## src/shared/cpoc_pkg.sv

```systemverilog
package cpoc_pkg;
  // ==========================================
  // Timing
  localparam real CLK_PERIOD_NS = 20.0;
  localparam real RELEASE_DELAY_MS = 0.5;
  localparam real POWER_DOWN_MS = 10.0;
  localparam int RELEASE_CYC = int'($ceil(RELEASE_DELAY_MS * 1.0e6 / CLK_PERIOD_NS));
  localparam int POWER_DOWN_CYC = int'($ceil(POWER_DOWN_MS * 1.0e6 / CLK_PERIOD_NS));
  localparam int TIMER_W = 20;
  // ==========================================
  // Register map, byte offsets
  localparam logic [7:0] CTRL_OFS = 8'h00;
  localparam logic [7:0] BANK_START_OFS = 8'h04;
  localparam logic [7:0] END_ADDR_OFS = 8'h08;
  localparam logic [7:0] MEM_PTR_OFS = 8'h0c;
  localparam logic [7:0] MEM_DATA_OFS = 8'h10;
  localparam logic [7:0] STATUS_OFS = 8'h14;
  localparam int REG_OFS_W = 8;
  // ==========================================
  // Control bits
  localparam int CTRL_REV_EN_BIT = 0;
  localparam int CTRL_PAR_BIT = 1;
  localparam int CTRL_DECOMP_BIT = 2;
  localparam logic [2:0] CTRL_RESET = 3'h0;
  // Status bits above the address field
  localparam int STAT_CASCADE_BIT = 16;
  localparam int STAT_STANDBY_BIT = 17;
  localparam int STAT_HOLDING_BIT = 18;
  localparam int STAT_POWERED_BIT = 19;
  // ==========================================
  // AHB encodings
  localparam logic [1:0] HTRANS_NONSEQ = 2'h2;
  localparam logic [1:0] HTRANS_SEQ = 2'h3;
  localparam logic HRESP_OKAY = 1'h0;
  // Power sequencing states
  typedef enum logic [1:0] {PWR_OFF, PWR_DELAY, PWR_ON} cpoc_pwr_t;
endpackage : cpoc_pkg

```

## src/cpoc_top.sv

```systemverilog
// Implementation choices: the AHB-Lite interface to the registers and the register offsets.
`timescale 1ns/1ps
`default_nettype none
module cpoc_top #(
  parameter int ADDR_W = 4,
  parameter int DATA_W = 8,
  parameter int RELEASE_CYCLES = cpoc_pkg::RELEASE_CYC,
  parameter int POWER_DOWN_CYCLES = cpoc_pkg::POWER_DOWN_CYC
) (
  // Clock, reset, enable
  input wire logic hclk,
  input wire logic hresetn,
  input wire logic clk_en,
  // AHB-Lite slave
  input wire logic hsel,
  input wire logic [31:0] haddr,
  input wire logic [1:0] htrans,
  input wire logic hwrite,
  input wire logic [2:0] hsize,
  input wire logic [31:0] hwdata,
  input wire logic hready,
  output logic [31:0] hrdata,
  output logic hreadyout,
  output logic hresp,
  // Supply monitors, asynchronous
  input wire logic supply_ok,
  input wire logic core_power_down_threshold,
  // Configuration port pins, asynchronous
  input wire logic data_clock,
  input wire logic device_select_n,
  input wire logic config_pulse_n,
  input wire logic busy,
  input wire logic output_enable_reset_n_in,
  output logic output_enable_reset_n_out,
  output logic output_enable_reset_n_oe,
  // Stream outputs
  output logic [DATA_W-1:0] data_out,
  output logic data_oe,
  output logic forwarded_clock_out,
  output logic forwarded_clock_oe,
  output logic cascade_select_out_n,
  output logic low_power_standby,
  output logic reduced_current
);
  localparam int DEPTH = 1 << ADDR_W;
  localparam int TW = cpoc_pkg::TIMER_W;
  localparam logic [ADDR_W-1:0] TERMINAL_COUNT = ADDR_W'(DEPTH - 1);
  localparam logic [TW-1:0] REL_LAST = TW'(RELEASE_CYCLES - 1);
  localparam logic [TW-1:0] PD_LAST = TW'(POWER_DOWN_CYCLES - 1);

  // ==========================================
  // State
  typedef struct packed {
    logic [6:0] s1;
    logic [6:0] s2;
    logic clk_d;
    cpoc_pkg::cpoc_pwr_t pwr;
    logic [TW-1:0] rel_cnt;
    logic [TW-1:0] pd_cnt;
    logic [2:0] ctrl;
    logic [ADDR_W-1:0] bank_start;
    logic [ADDR_W-1:0] end_addr;
    logic [ADDR_W-1:0] mem_ptr;
    logic [DEPTH-1:0][DATA_W-1:0] mem;
    logic [ADDR_W-1:0] addr;
    logic [DATA_W-1:0] data;
    logic data_oe;
    logic fclk;
    logic fclk_oe;
    logic cascade_n;
    logic standby;
    logic reduced;
    logic ap_valid;
    logic ap_write;
    logic [cpoc_pkg::REG_OFS_W-1:0] ap_ofs;
    logic rd_pend;
    logic [31:0] rdata;
  } cpoc_state_t;

  cpoc_state_t st_r;
  cpoc_state_t st_nxt;

  // Read-back value of one register; unmapped offsets read as zero
  function automatic logic [31:0] cpoc_read(input cpoc_state_t s, input logic [7:0] ofs);
    logic [31:0] v;
    v = '0;
    unique case (ofs)
      cpoc_pkg::CTRL_OFS: v[2:0] = s.ctrl;
      cpoc_pkg::BANK_START_OFS: v[ADDR_W-1:0] = s.bank_start;
      cpoc_pkg::END_ADDR_OFS: v[ADDR_W-1:0] = s.end_addr;
      cpoc_pkg::MEM_PTR_OFS: v[ADDR_W-1:0] = s.mem_ptr;
      cpoc_pkg::MEM_DATA_OFS: v[DATA_W-1:0] = s.mem[s.mem_ptr];
      cpoc_pkg::STATUS_OFS: begin
        v[ADDR_W-1:0] = s.addr;
        v[cpoc_pkg::STAT_CASCADE_BIT] = ~s.cascade_n;
        v[cpoc_pkg::STAT_STANDBY_BIT] = s.standby;
        v[cpoc_pkg::STAT_HOLDING_BIT] = s.reduced;
        v[cpoc_pkg::STAT_POWERED_BIT] = (s.pwr == cpoc_pkg::PWR_ON);
      end
      default: v = '0;
    endcase
    return v;
  endfunction : cpoc_read

  // Synchronised pin levels, taken from the second stage only
  logic sy_clk, sy_sel_n, sy_cf_n, sy_busy, sy_oer_n, sy_pwr_ok, sy_pd;
  assign {sy_pd, sy_pwr_ok, sy_oer_n, sy_busy, sy_cf_n, sy_sel_n, sy_clk} = st_r.s2;

  // ==========================================
  // Next state
  always_comb begin
    logic powered;
    logic enabled;
    logic clk_rise;
    logic busy_eff;
    logic rev_en;
    logic [ADDR_W-1:0] start;
    logic [ADDR_W-1:0] limit;
    logic ap_take;
    powered = 1'b0;
    enabled = 1'b0;
    clk_rise = 1'b0;
    busy_eff = 1'b0;
    rev_en = 1'b0;
    start = '0;
    limit = '0;
    ap_take = 1'b0;
    st_nxt = st_r;
    // Two-flop synchronisers; the data clock gets a third flop for edges
    st_nxt.s1 = {core_power_down_threshold, supply_ok, output_enable_reset_n_in, busy,
                 config_pulse_n, device_select_n, data_clock};
    st_nxt.s2 = st_r.s1;
    st_nxt.clk_d = sy_clk;
    // Third flop reads only the second stage, so no metastable level reaches the edge
    clk_rise = sy_clk && !st_r.clk_d;

    // Power sequencing: reset pin held low until the release delay has run
    unique case (st_r.pwr)
      cpoc_pkg::PWR_OFF: begin
        st_nxt.rel_cnt = '0;
        if (sy_pwr_ok) begin
          st_nxt.pwr = cpoc_pkg::PWR_DELAY;
        end
      end
      cpoc_pkg::PWR_DELAY: begin
        st_nxt.rel_cnt = st_r.rel_cnt + TW'(1);
        if (st_r.rel_cnt == REL_LAST) begin
          st_nxt.pwr = cpoc_pkg::PWR_ON;
        end
      end
      cpoc_pkg::PWR_ON: st_nxt.rel_cnt = '0;
    endcase
    // Losing a supply restarts power-up, so the pin is pulled low again
    if (!sy_pwr_ok) begin
      st_nxt.pwr = cpoc_pkg::PWR_OFF;
    end
    // Brief dips are filtered; only a sustained drop forces full reset
    if (sy_pd) begin
      st_nxt.pd_cnt = (st_r.pd_cnt == PD_LAST) ? st_r.pd_cnt : st_r.pd_cnt + TW'(1);
      if (st_r.pd_cnt == PD_LAST) begin
        st_nxt.pwr = cpoc_pkg::PWR_OFF;
      end
    end else begin
      st_nxt.pd_cnt = '0;
    end

    // Address counter and output enables
    powered = (st_r.pwr == cpoc_pkg::PWR_ON);
    rev_en = st_r.ctrl[cpoc_pkg::CTRL_REV_EN_BIT];
    start = rev_en ? st_r.bank_start : '0;
    limit = rev_en ? st_r.end_addr : TERMINAL_COUNT;
    busy_eff = sy_busy && st_r.ctrl[cpoc_pkg::CTRL_PAR_BIT] &&
               !st_r.ctrl[cpoc_pkg::CTRL_DECOMP_BIT];
    enabled = powered && sy_oer_n && !sy_sel_n;
    st_nxt.standby = sy_sel_n;
    st_nxt.cascade_n = 1'b1;
    st_nxt.reduced = 1'b0;
    st_nxt.fclk = sy_clk;
    if (!enabled) begin
      st_nxt.addr = start;
      st_nxt.data_oe = 1'b0;
      st_nxt.fclk_oe = 1'b0;
    end else if (!sy_cf_n) begin
      st_nxt.addr = start;
      st_nxt.data_oe = 1'b1;
      st_nxt.fclk_oe = 1'b1;
    end else if (st_r.addr == TERMINAL_COUNT) begin
      st_nxt.cascade_n = 1'b0;
      st_nxt.reduced = 1'b1;
      st_nxt.data_oe = 1'b0;
      st_nxt.fclk_oe = 1'b0;
    end else if (st_r.addr == limit) begin
      st_nxt.reduced = 1'b1;
      st_nxt.data_oe = 1'b0;
      st_nxt.fclk_oe = 1'b0;
    end else begin
      st_nxt.data_oe = 1'b1;
      st_nxt.fclk_oe = 1'b1;
      if (clk_rise && !busy_eff) begin
        st_nxt.addr = st_r.addr + ADDR_W'(1);
      end
    end
    // Busy freezes the word on the pins as well as the counter
    if (!(enabled && busy_eff && sy_cf_n)) begin
      st_nxt.data = st_r.mem[st_nxt.addr];
    end

    // AHB-Lite: reads take one wait state so a preceding write is seen
    if (st_r.ap_valid && st_r.ap_write && hready) begin
      unique case (st_r.ap_ofs)
        cpoc_pkg::CTRL_OFS: st_nxt.ctrl = hwdata[2:0];
        cpoc_pkg::BANK_START_OFS: st_nxt.bank_start = hwdata[ADDR_W-1:0];
        cpoc_pkg::END_ADDR_OFS: st_nxt.end_addr = hwdata[ADDR_W-1:0];
        cpoc_pkg::MEM_PTR_OFS: st_nxt.mem_ptr = hwdata[ADDR_W-1:0];
        cpoc_pkg::MEM_DATA_OFS: begin
          st_nxt.mem[st_r.mem_ptr] = hwdata[DATA_W-1:0];
          st_nxt.mem_ptr = st_r.mem_ptr + ADDR_W'(1);
        end
        default: st_nxt.ctrl = st_r.ctrl;
      endcase
    end
    st_nxt.rd_pend = 1'b0;
    if (st_r.rd_pend) begin
      st_nxt.rdata = cpoc_read(st_r, st_r.ap_ofs);
    end
    if (hready) begin
      ap_take = hsel && (htrans == cpoc_pkg::HTRANS_NONSEQ || htrans == cpoc_pkg::HTRANS_SEQ);
      st_nxt.ap_valid = ap_take;
      st_nxt.ap_write = hwrite;
      st_nxt.ap_ofs = haddr[cpoc_pkg::REG_OFS_W-1:0];
      st_nxt.rd_pend = ap_take && !hwrite;
    end
  end


  // ==========================================
  // State register, frozen while the enable is low
  always_ff @(posedge hclk or negedge hresetn) begin
    if (!hresetn) begin
      st_r <= '0;
      st_r.pwr <= cpoc_pkg::PWR_OFF;
      st_r.ctrl <= cpoc_pkg::CTRL_RESET;
      st_r.cascade_n <= 1'b1;
      st_r.standby <= 1'b1;
    end else if (clk_en) begin
      st_r <= st_nxt;
    end
  end

  // ==========================================
  // Outputs
  assign hrdata = st_r.rdata;
  assign hreadyout = !st_r.rd_pend;
  assign hresp = cpoc_pkg::HRESP_OKAY;
  assign output_enable_reset_n_out = 1'b0;
  assign output_enable_reset_n_oe = (st_r.pwr != cpoc_pkg::PWR_ON);
  assign data_out = st_r.data;
  assign data_oe = st_r.data_oe;
  assign forwarded_clock_out = st_r.fclk;
  assign forwarded_clock_oe = st_r.fclk_oe;
  assign cascade_select_out_n = st_r.cascade_n;
  assign low_power_standby = st_r.standby;
  assign reduced_current = st_r.reduced;
endmodule : cpoc_top
`default_nettype wire

```

## config.mk

```make
export PLATFORM = sky130hd
export DESIGN_NAME = cpoc_top
export DESIGN_NICKNAME = d
export VERILOG_FILES = /design/src/shared/cpoc_pkg.sv /design/src/cpoc_top.sv
export SDC_FILE = /design/constraint.sdc
export NUM_CORES = 1
export LEC_CHECK = 0
export BUFFER_PORTS_ARGS = -buffer_cell sky130_fd_sc_hd__buf_2
export CAP_MARGIN = 40
export CORE_ASPECT_RATIO = 0.9
export CORE_UTILIZATION = 40
export DETAILED_ROUTE_END_ITERATION = 8
export PLACE_DENSITY_LB_ADDON = 0.08
export SYNTH_ARGS = -nofsm -noshare
export SYNTH_HDL_FRONTEND = slang
export SYNTH_SLANG_ARGS = --single-unit
```

## constraint.sdc

```tcl
create_clock -name hclk -period 3.6 [get_ports hclk]
set_clock_uncertainty 0.05 [all_clocks]
set_input_delay 0.36 -clock hclk [delete_from_list [all_inputs] [get_ports hclk]]
set_output_delay 0.36 -clock hclk [all_outputs]
set_load 0.005 [all_outputs]
```

After elaboration in Yosys (flattened, before gate mapping)
Cells that the tools add are included.
{"block": "totals", "register_bits": 239, "inputBits": 82, "out_inout_bits": 50, "word_cells": 133}
{"block": "op_classes", "addsub": 4, "magnitude_cmp": 3, "n_eq_ne": 15, "muxes": 39, "bitwise": 2, "n_reduce_logical": 33}
{"cell": "$bwmux 128", "count": 1}
{"cell": "$bmux 8 s4", "count": 2}
{"cell": "$add 20x1->20 const B", "count": 2}
{"cell": "$mux 20", "count": 2}
{"cell": "$pmux 20 s2", "count": 1}
{"cell": "$mux 4", "count": 9}
{"cell": "$demux 8 s4", "count": 1}
{"cell": "$mux 8", "count": 3}
{"cell": "$eq 20x15->1 const B", "count": 1}
{"cell": "$eq 20x19->1 const B", "count": 1}
{"cell": "$pmux 3 s6", "count": 1}
{"cell": "$eq 8x4->1 const B", "count": 2}
{"cell": "$eq 8x5->1 const B", "count": 2}
{"cell": "$reduce_and 3->1", "count": 5}
{"cell": "$logic_and 1x1->1", "count": 13}
{"cell": "$mux 1", "count": 12}
{"cell": "$lt 4x5->1 const B", "count": 2}
{"cell": "$add 4x1->4 const B", "count": 2}
{"cell": "$eq 8x3->1 const B", "count": 1}
{"cell": "$logic_not 8->1", "count": 1}
{"cell": "$mux 2", "count": 4}
{"cell": "$pmux 4 s2", "count": 1}
{"cell": "$reduce_and 2->1", "count": 4}
{"cell": "$eq 2x2->1 const B", "count": 3}
{"cell": "13 further kinds", "count": 20}

Logic depth before layout (Yosys ltp)
{"block": "logic_depth", "word_depth": 11, "mapped_depth": 13, "ltp_nobuf": 10}

Worst setup path after synthesis
Ideal clock, no wire load.
{"block": "synth_timing", "path_type": "register to register", "from": "register st_r[189] (netlist bit)", "to": "register st_r, in the netlist hrdata[3]", "setup_time_ns": 0.133, "t_arrival_ns": 2.493, "required_time_ns": 3.417, "path_slack_ns": 0.924, "stages_incl_launch_ff": 7, "n_path_buf": 2, "period_less_slack_ns": 2.676, "path_cell_list": "dfrtp_1 > clkbuf_1 > buf_1 > mux4_2 > mux4_2 > a21oi_1 > o21ai_0"}
{"block": "synth_between", "elab_chain_cells": 3}
{"element": "start, declared", "line_no": "cpoc_top.sv:80", "rtl": "cpoc_state_t st_r;"}
{"element": "start signal, assigned", "line_no": "cpoc_top.sv:246", "rtl": "st_r <= st_nxt;"}
{"element": "$bmux 8 s4", "line_no": "cpoc_top.sv:92", "rtl": "cpoc_pkg::MEM_DATA_OFS: v[DATA_W-1:0] = s.mem[s.mem_ptr];"}
{"element": "$mux 8 (not written as such)", "line_no": "cpoc_top.sv:92"}
{"element": "$pmux 1 s5", "line_no": "cpoc_top.sv:87", "rtl": "unique case (ofs)"}
No other way between the ends. The select of a mux whose other input is x is not followed.
A chain may end at the register's enable or synchronous reset.

Worst setup path in the final report
{"block": "layout_timing", "from": "register st_r[201] (netlist bit)", "to": "register st_r, in the netlist data_out[7]"}
{"block": "layout_between", "elab_chain_cells": 8, "word_cells_on_any_way": 9, "cone_classes": "1 x eq/ne; 8 x mux"}
{"element": "$mux 4", "line_no": "cpoc_top.sv:171", "rtl": "limit = rev_en ? st_r.end_addr : TERMINAL_COUNT;"}
{"element": "$eq 4x4->1", "line_no": "cpoc_top.sv:192", "rtl": "end else if (st_r.addr == limit) begin"}
{"element": "$mux 4", "line_no": "cpoc_top.sv:192"}
{"element": "$mux 4", "line_no": "cpoc_top.sv:187", "rtl": "end else if (st_r.addr == TERMINAL_COUNT) begin"}
{"element": "$mux 4", "line_no": "cpoc_top.sv:183", "rtl": "end else if (!sy_cf_n) begin"}
{"element": "$mux 4 *", "line_no": "cpoc_top.sv:179", "rtl": "if (!enabled) begin"}
{"element": "$bmux 8 s4 *", "line_no": "cpoc_top.sv:205", "rtl": "st_nxt.data = st_r.mem[st_nxt.addr];"}
{"element": "$mux 8 (not written as such) *", "line_no": "cpoc_top.sv:205"}
Every way passes the cells marked *; elsewhere a longest branch is shown, timed or not. The select of a mux whose other input is x is not followed.

==> run_results.csv <==
group,metric,value,unit
outcome,status,"finished, final reports clean",
synth,netlist_top_cells_area,"dfrtp_1, mux2_2, mux4_2",
worst_setup_path,crit_path_cell_trace,"nor2b_1 -> and4_4 -> o32ai_2 -> a31oi_1 -> o31a_1 -> nand2_1 -> o221ai_1 -> or3_1 -> a31oi_1",
global_routing,grt_pass1_vias,8677,
clocking,cts_sinks,239,
layout,num_antenna_cells,0,
clocking,htree_levels,1,
timing,fmax,304,MHz
worst_setup_path,reg2reg_from,"st_r[201]",
synth,synth-seq-area-share,0.474,
synth,async_flop_share,1.00,
timing,min_period,3.28,ns
synth,synthFlopType,"dfrtp_1",
timing,finalSetupTns,0,ns
synth,synth_area_per_cell,11.5,sq um
place,portBuffers,57,
timing,finalSetupViolCount,0,
die,boundaryPins,132,
global_routing,antenna_found_initial,0,
worst_setup_path,crit_fanout,12,
worst_setup_path,r2r_end,"data_out[7]",
worst_setup_path,cp.required,4.02,ns
detailed_routing,drtIter0Drc,565,
worst_setup_path,cp.depth,9,
synth,synth-warning-count,0,
clocking,postCtsHoldBufs,14,
layout,area_growth,12.5,%
detailed_routing,drc,0,
power_and_ir_drop,leakage,6.32,nW
worst_setup_path,endpoint,"data_out[7]",
die,die_y,171,um
detailed_routing,wire_per_inst,21.4,um
die,row_count,61,
worst_setup_path,startpoint_type,"register",
detailed_routing,antenna_left,0,
hold_path,worstHoldStart,"core_power_down_threshold",
global_routing,grt_use_total,0.216,
timing,finalHoldViolations,0,
synth,synth_seq_cells,239,
worst_setup_path,r2r_cells,9,
timing,whs,0.0169,ns
synth,yosys.cell_types.count,65,
timing,worst_pin_slew,0.839,ns
hold_path,hold_class,"input port to register",
clocking,postCtsSetupBuffers,0,
place,hpwl,22300,um
synth,yosysMostFrequentCell,"dfrtp_1",
die,fp.coreArea,31000,sq um
worst_setup_path,r2r_slack,0.32,ns
global_routing,grt_pass1_wl,53300,um
worst_setup_path,critPathCaptureType,"register",
worst_setup_path,critPathBufInv,0,
global_routing,grt_max_degree,92,
timing,fin_crit_sh,0.912,
synth,synth_edf_count,0,
synth,syn_area,12600,sq um
worst_setup_path,cp_top_family,"compound AO/OA/AOI/OAI gates",
worst_setup_path,worstPathArrival,3.70,ns
worst_setup_path,cp-startpoint,"st_r[201]",
clocking,clk_pin_slew,0.06,ns
synth,syn_inst,1099,
clocking,ctsResizeCount,0,
timing,rsz0062_at_grt,"false",
die,die_area,32300,sq um
timing,setup_slack,0.316,ns
place,placed_cells,1508,
power_and_ir_drop,finalPower,5.92,mW
power_and_ir_drop,powerDensity,417,nW/um^2
synth,netlist_top_cells_count,"dfrtp_1, mux2_2, nand2_1, nor2_1, buf_4",
layout,drive_gt1_frac,0.304,
timing,slew_violations,0,
timing,max-slew-margin-rel,0.441,
clocking,cts_root_buffer,"clkbuf_16",
detailed_routing,vias_per_cell,5.52,
clocking,cts_tree,"yes",
synth,yosysTopAreaCell,"dfrtp_1",
detailed_routing,wl,33700,um
worst_setup_path,path_common_cell,"a31oi_1",
die,initial_core_util,0.408,
layout,finalNonFillerCells,1572,
worst_setup_path,crit_type,"register to register",
place,globalplace.congestion,0.785,
worst_setup_path,max_stage_delay,0.50,ns
detailed_routing,vias,8685,
layout,nNetsFinal,1232,
synth,synth_top_area_share,0.469,
die,die_w,189,um
clocking,cts_made_buffers,28,
flow_run,max_cap_viol_count,0,
worst_setup_path,crit_slowest_cell,"dfrtp_1",
global_routing,grt_overflow,0,
place,dp_slack,0.338,ns
clocking,cts_buffer_depth,3,
detailed_routing,firstDrtPassIters,4,
clocking,clock_latency,0.54,ns
power_and_ir_drop,irDropWorstVdd,0.000305,V
[stage by stage]
| step | util | area [sq um] |
|---|---|---|
| detailed placement | 0.426 | 13200 |
| global placement | 0.425 | 13200 |
| CTS | 0.459 | 14200 |
| global route | 0.459 | 14200 |
| floorplan | - | 12700 |
| finish | 0.459 | 14200 |
[registers in the layout (all words and copies together), names as in the netlist]
signal / flops
st_r: 205
hrdata: 12
st_nxt: 9
data_out: 8
cascade_select_out_n: 1
forwarded_clock_oe: 1
forwarded_clock_out: 1
low_power_standby: 1
reduced_current: 1
[worst reg2reg max path, stage by stage (launching register included)]
cell	delay (ns)
dfrtp_1	0.50
nor2b_1	0.19
and4_4	0.20
o32ai_2	0.50
a31oi_1	0.25
o31a_1	0.41
nand2_1	0.44
o221ai_1	0.16
or3_1	0.39
a31oi_1	0.13
[worst min path at each step]
stage	to	slack (ns)	depth (start not counted)
final	st_nxt[253]	0.02	2
after global routing	st_nxt[253]	0.002	2
after CTS	st_nxt[253]	0.0001	2
after detailed placement	st_r[34]	0.38	1
after global placement	st_r[34]	0.39	1
after floorplan	data_out[0]	0.01	0
[cell usage in the layout, fill, tap and decap left out, types with 5 or more instances in the layout]
master	instances
a31oi_1	24
a221oi_1	13
nor3_1	12
and2_1	5
o21ai_0	37
buf_4	20
ha_1	7
dlygate4sd3_1	14
conb_1	22
clkbuf_16	29
dfrtp_1	235
clkinv_2	6
inv_1	12
a21oi_1	39
mux2i_1	41
buf_2	57
nand4_1	12
o22ai_1	10
nand2_1	122
o21ai_1	13
buf_12	6
nand3_1	30
xnor2_1	8
xor2_1	21
and3_1	11
clkbuf_8	7
clkbuf_1	6
nor2_1	61
or3_1	8
mux2_2	167
mux4_2	40
[power by group]
part	leakage [nW]	internal [mW]	switching [mW]
registers	3.25	2.75	0.0762
clock network	0.443	1.61	1.13
logic	2.63	0.140	0.213
total	6.32	4.50	1.42
[routing by layer]
metal / track usage / vias up / routed length (um)
met4: 0.0536 / 0 / 806
li1: - / 4040 / -
met2: 0.345 / 158 / 15400
met3: 0.0312 / 43 / 1210
met1: 0.309 / 4444 / 16200
met5: 0 / - / 0
[layout make-up]
type                            count  area, sq um
Clock buffer                       42          845
Fill cell                        2895        16800
Timing Repair Buffer               98          711
Multi-Input combinational cell    763         6070
Sequential cell                   239         5990
Clock inverter                      8         46.3
Tap cell                          409          512
Inverter                           13         48.8
[cell families after synthesis]
family | Yosys count | synth area share
AND/OR/NAND/NOR | 288 | 0.107
multiplexers | 249 | 0.254
flip-flops | 239 | 0.474
AO/OA/AOI/OAI | 168 | 0.0860
buffers and inverters | 118 | 0.0530
XOR/XNOR | 29 | 0.0201
adder cells (fa/ha/maj) | 7 | 0.00693
other | 1 | 0.000297
Note: power is estimated with default switching activity, not from simulation.
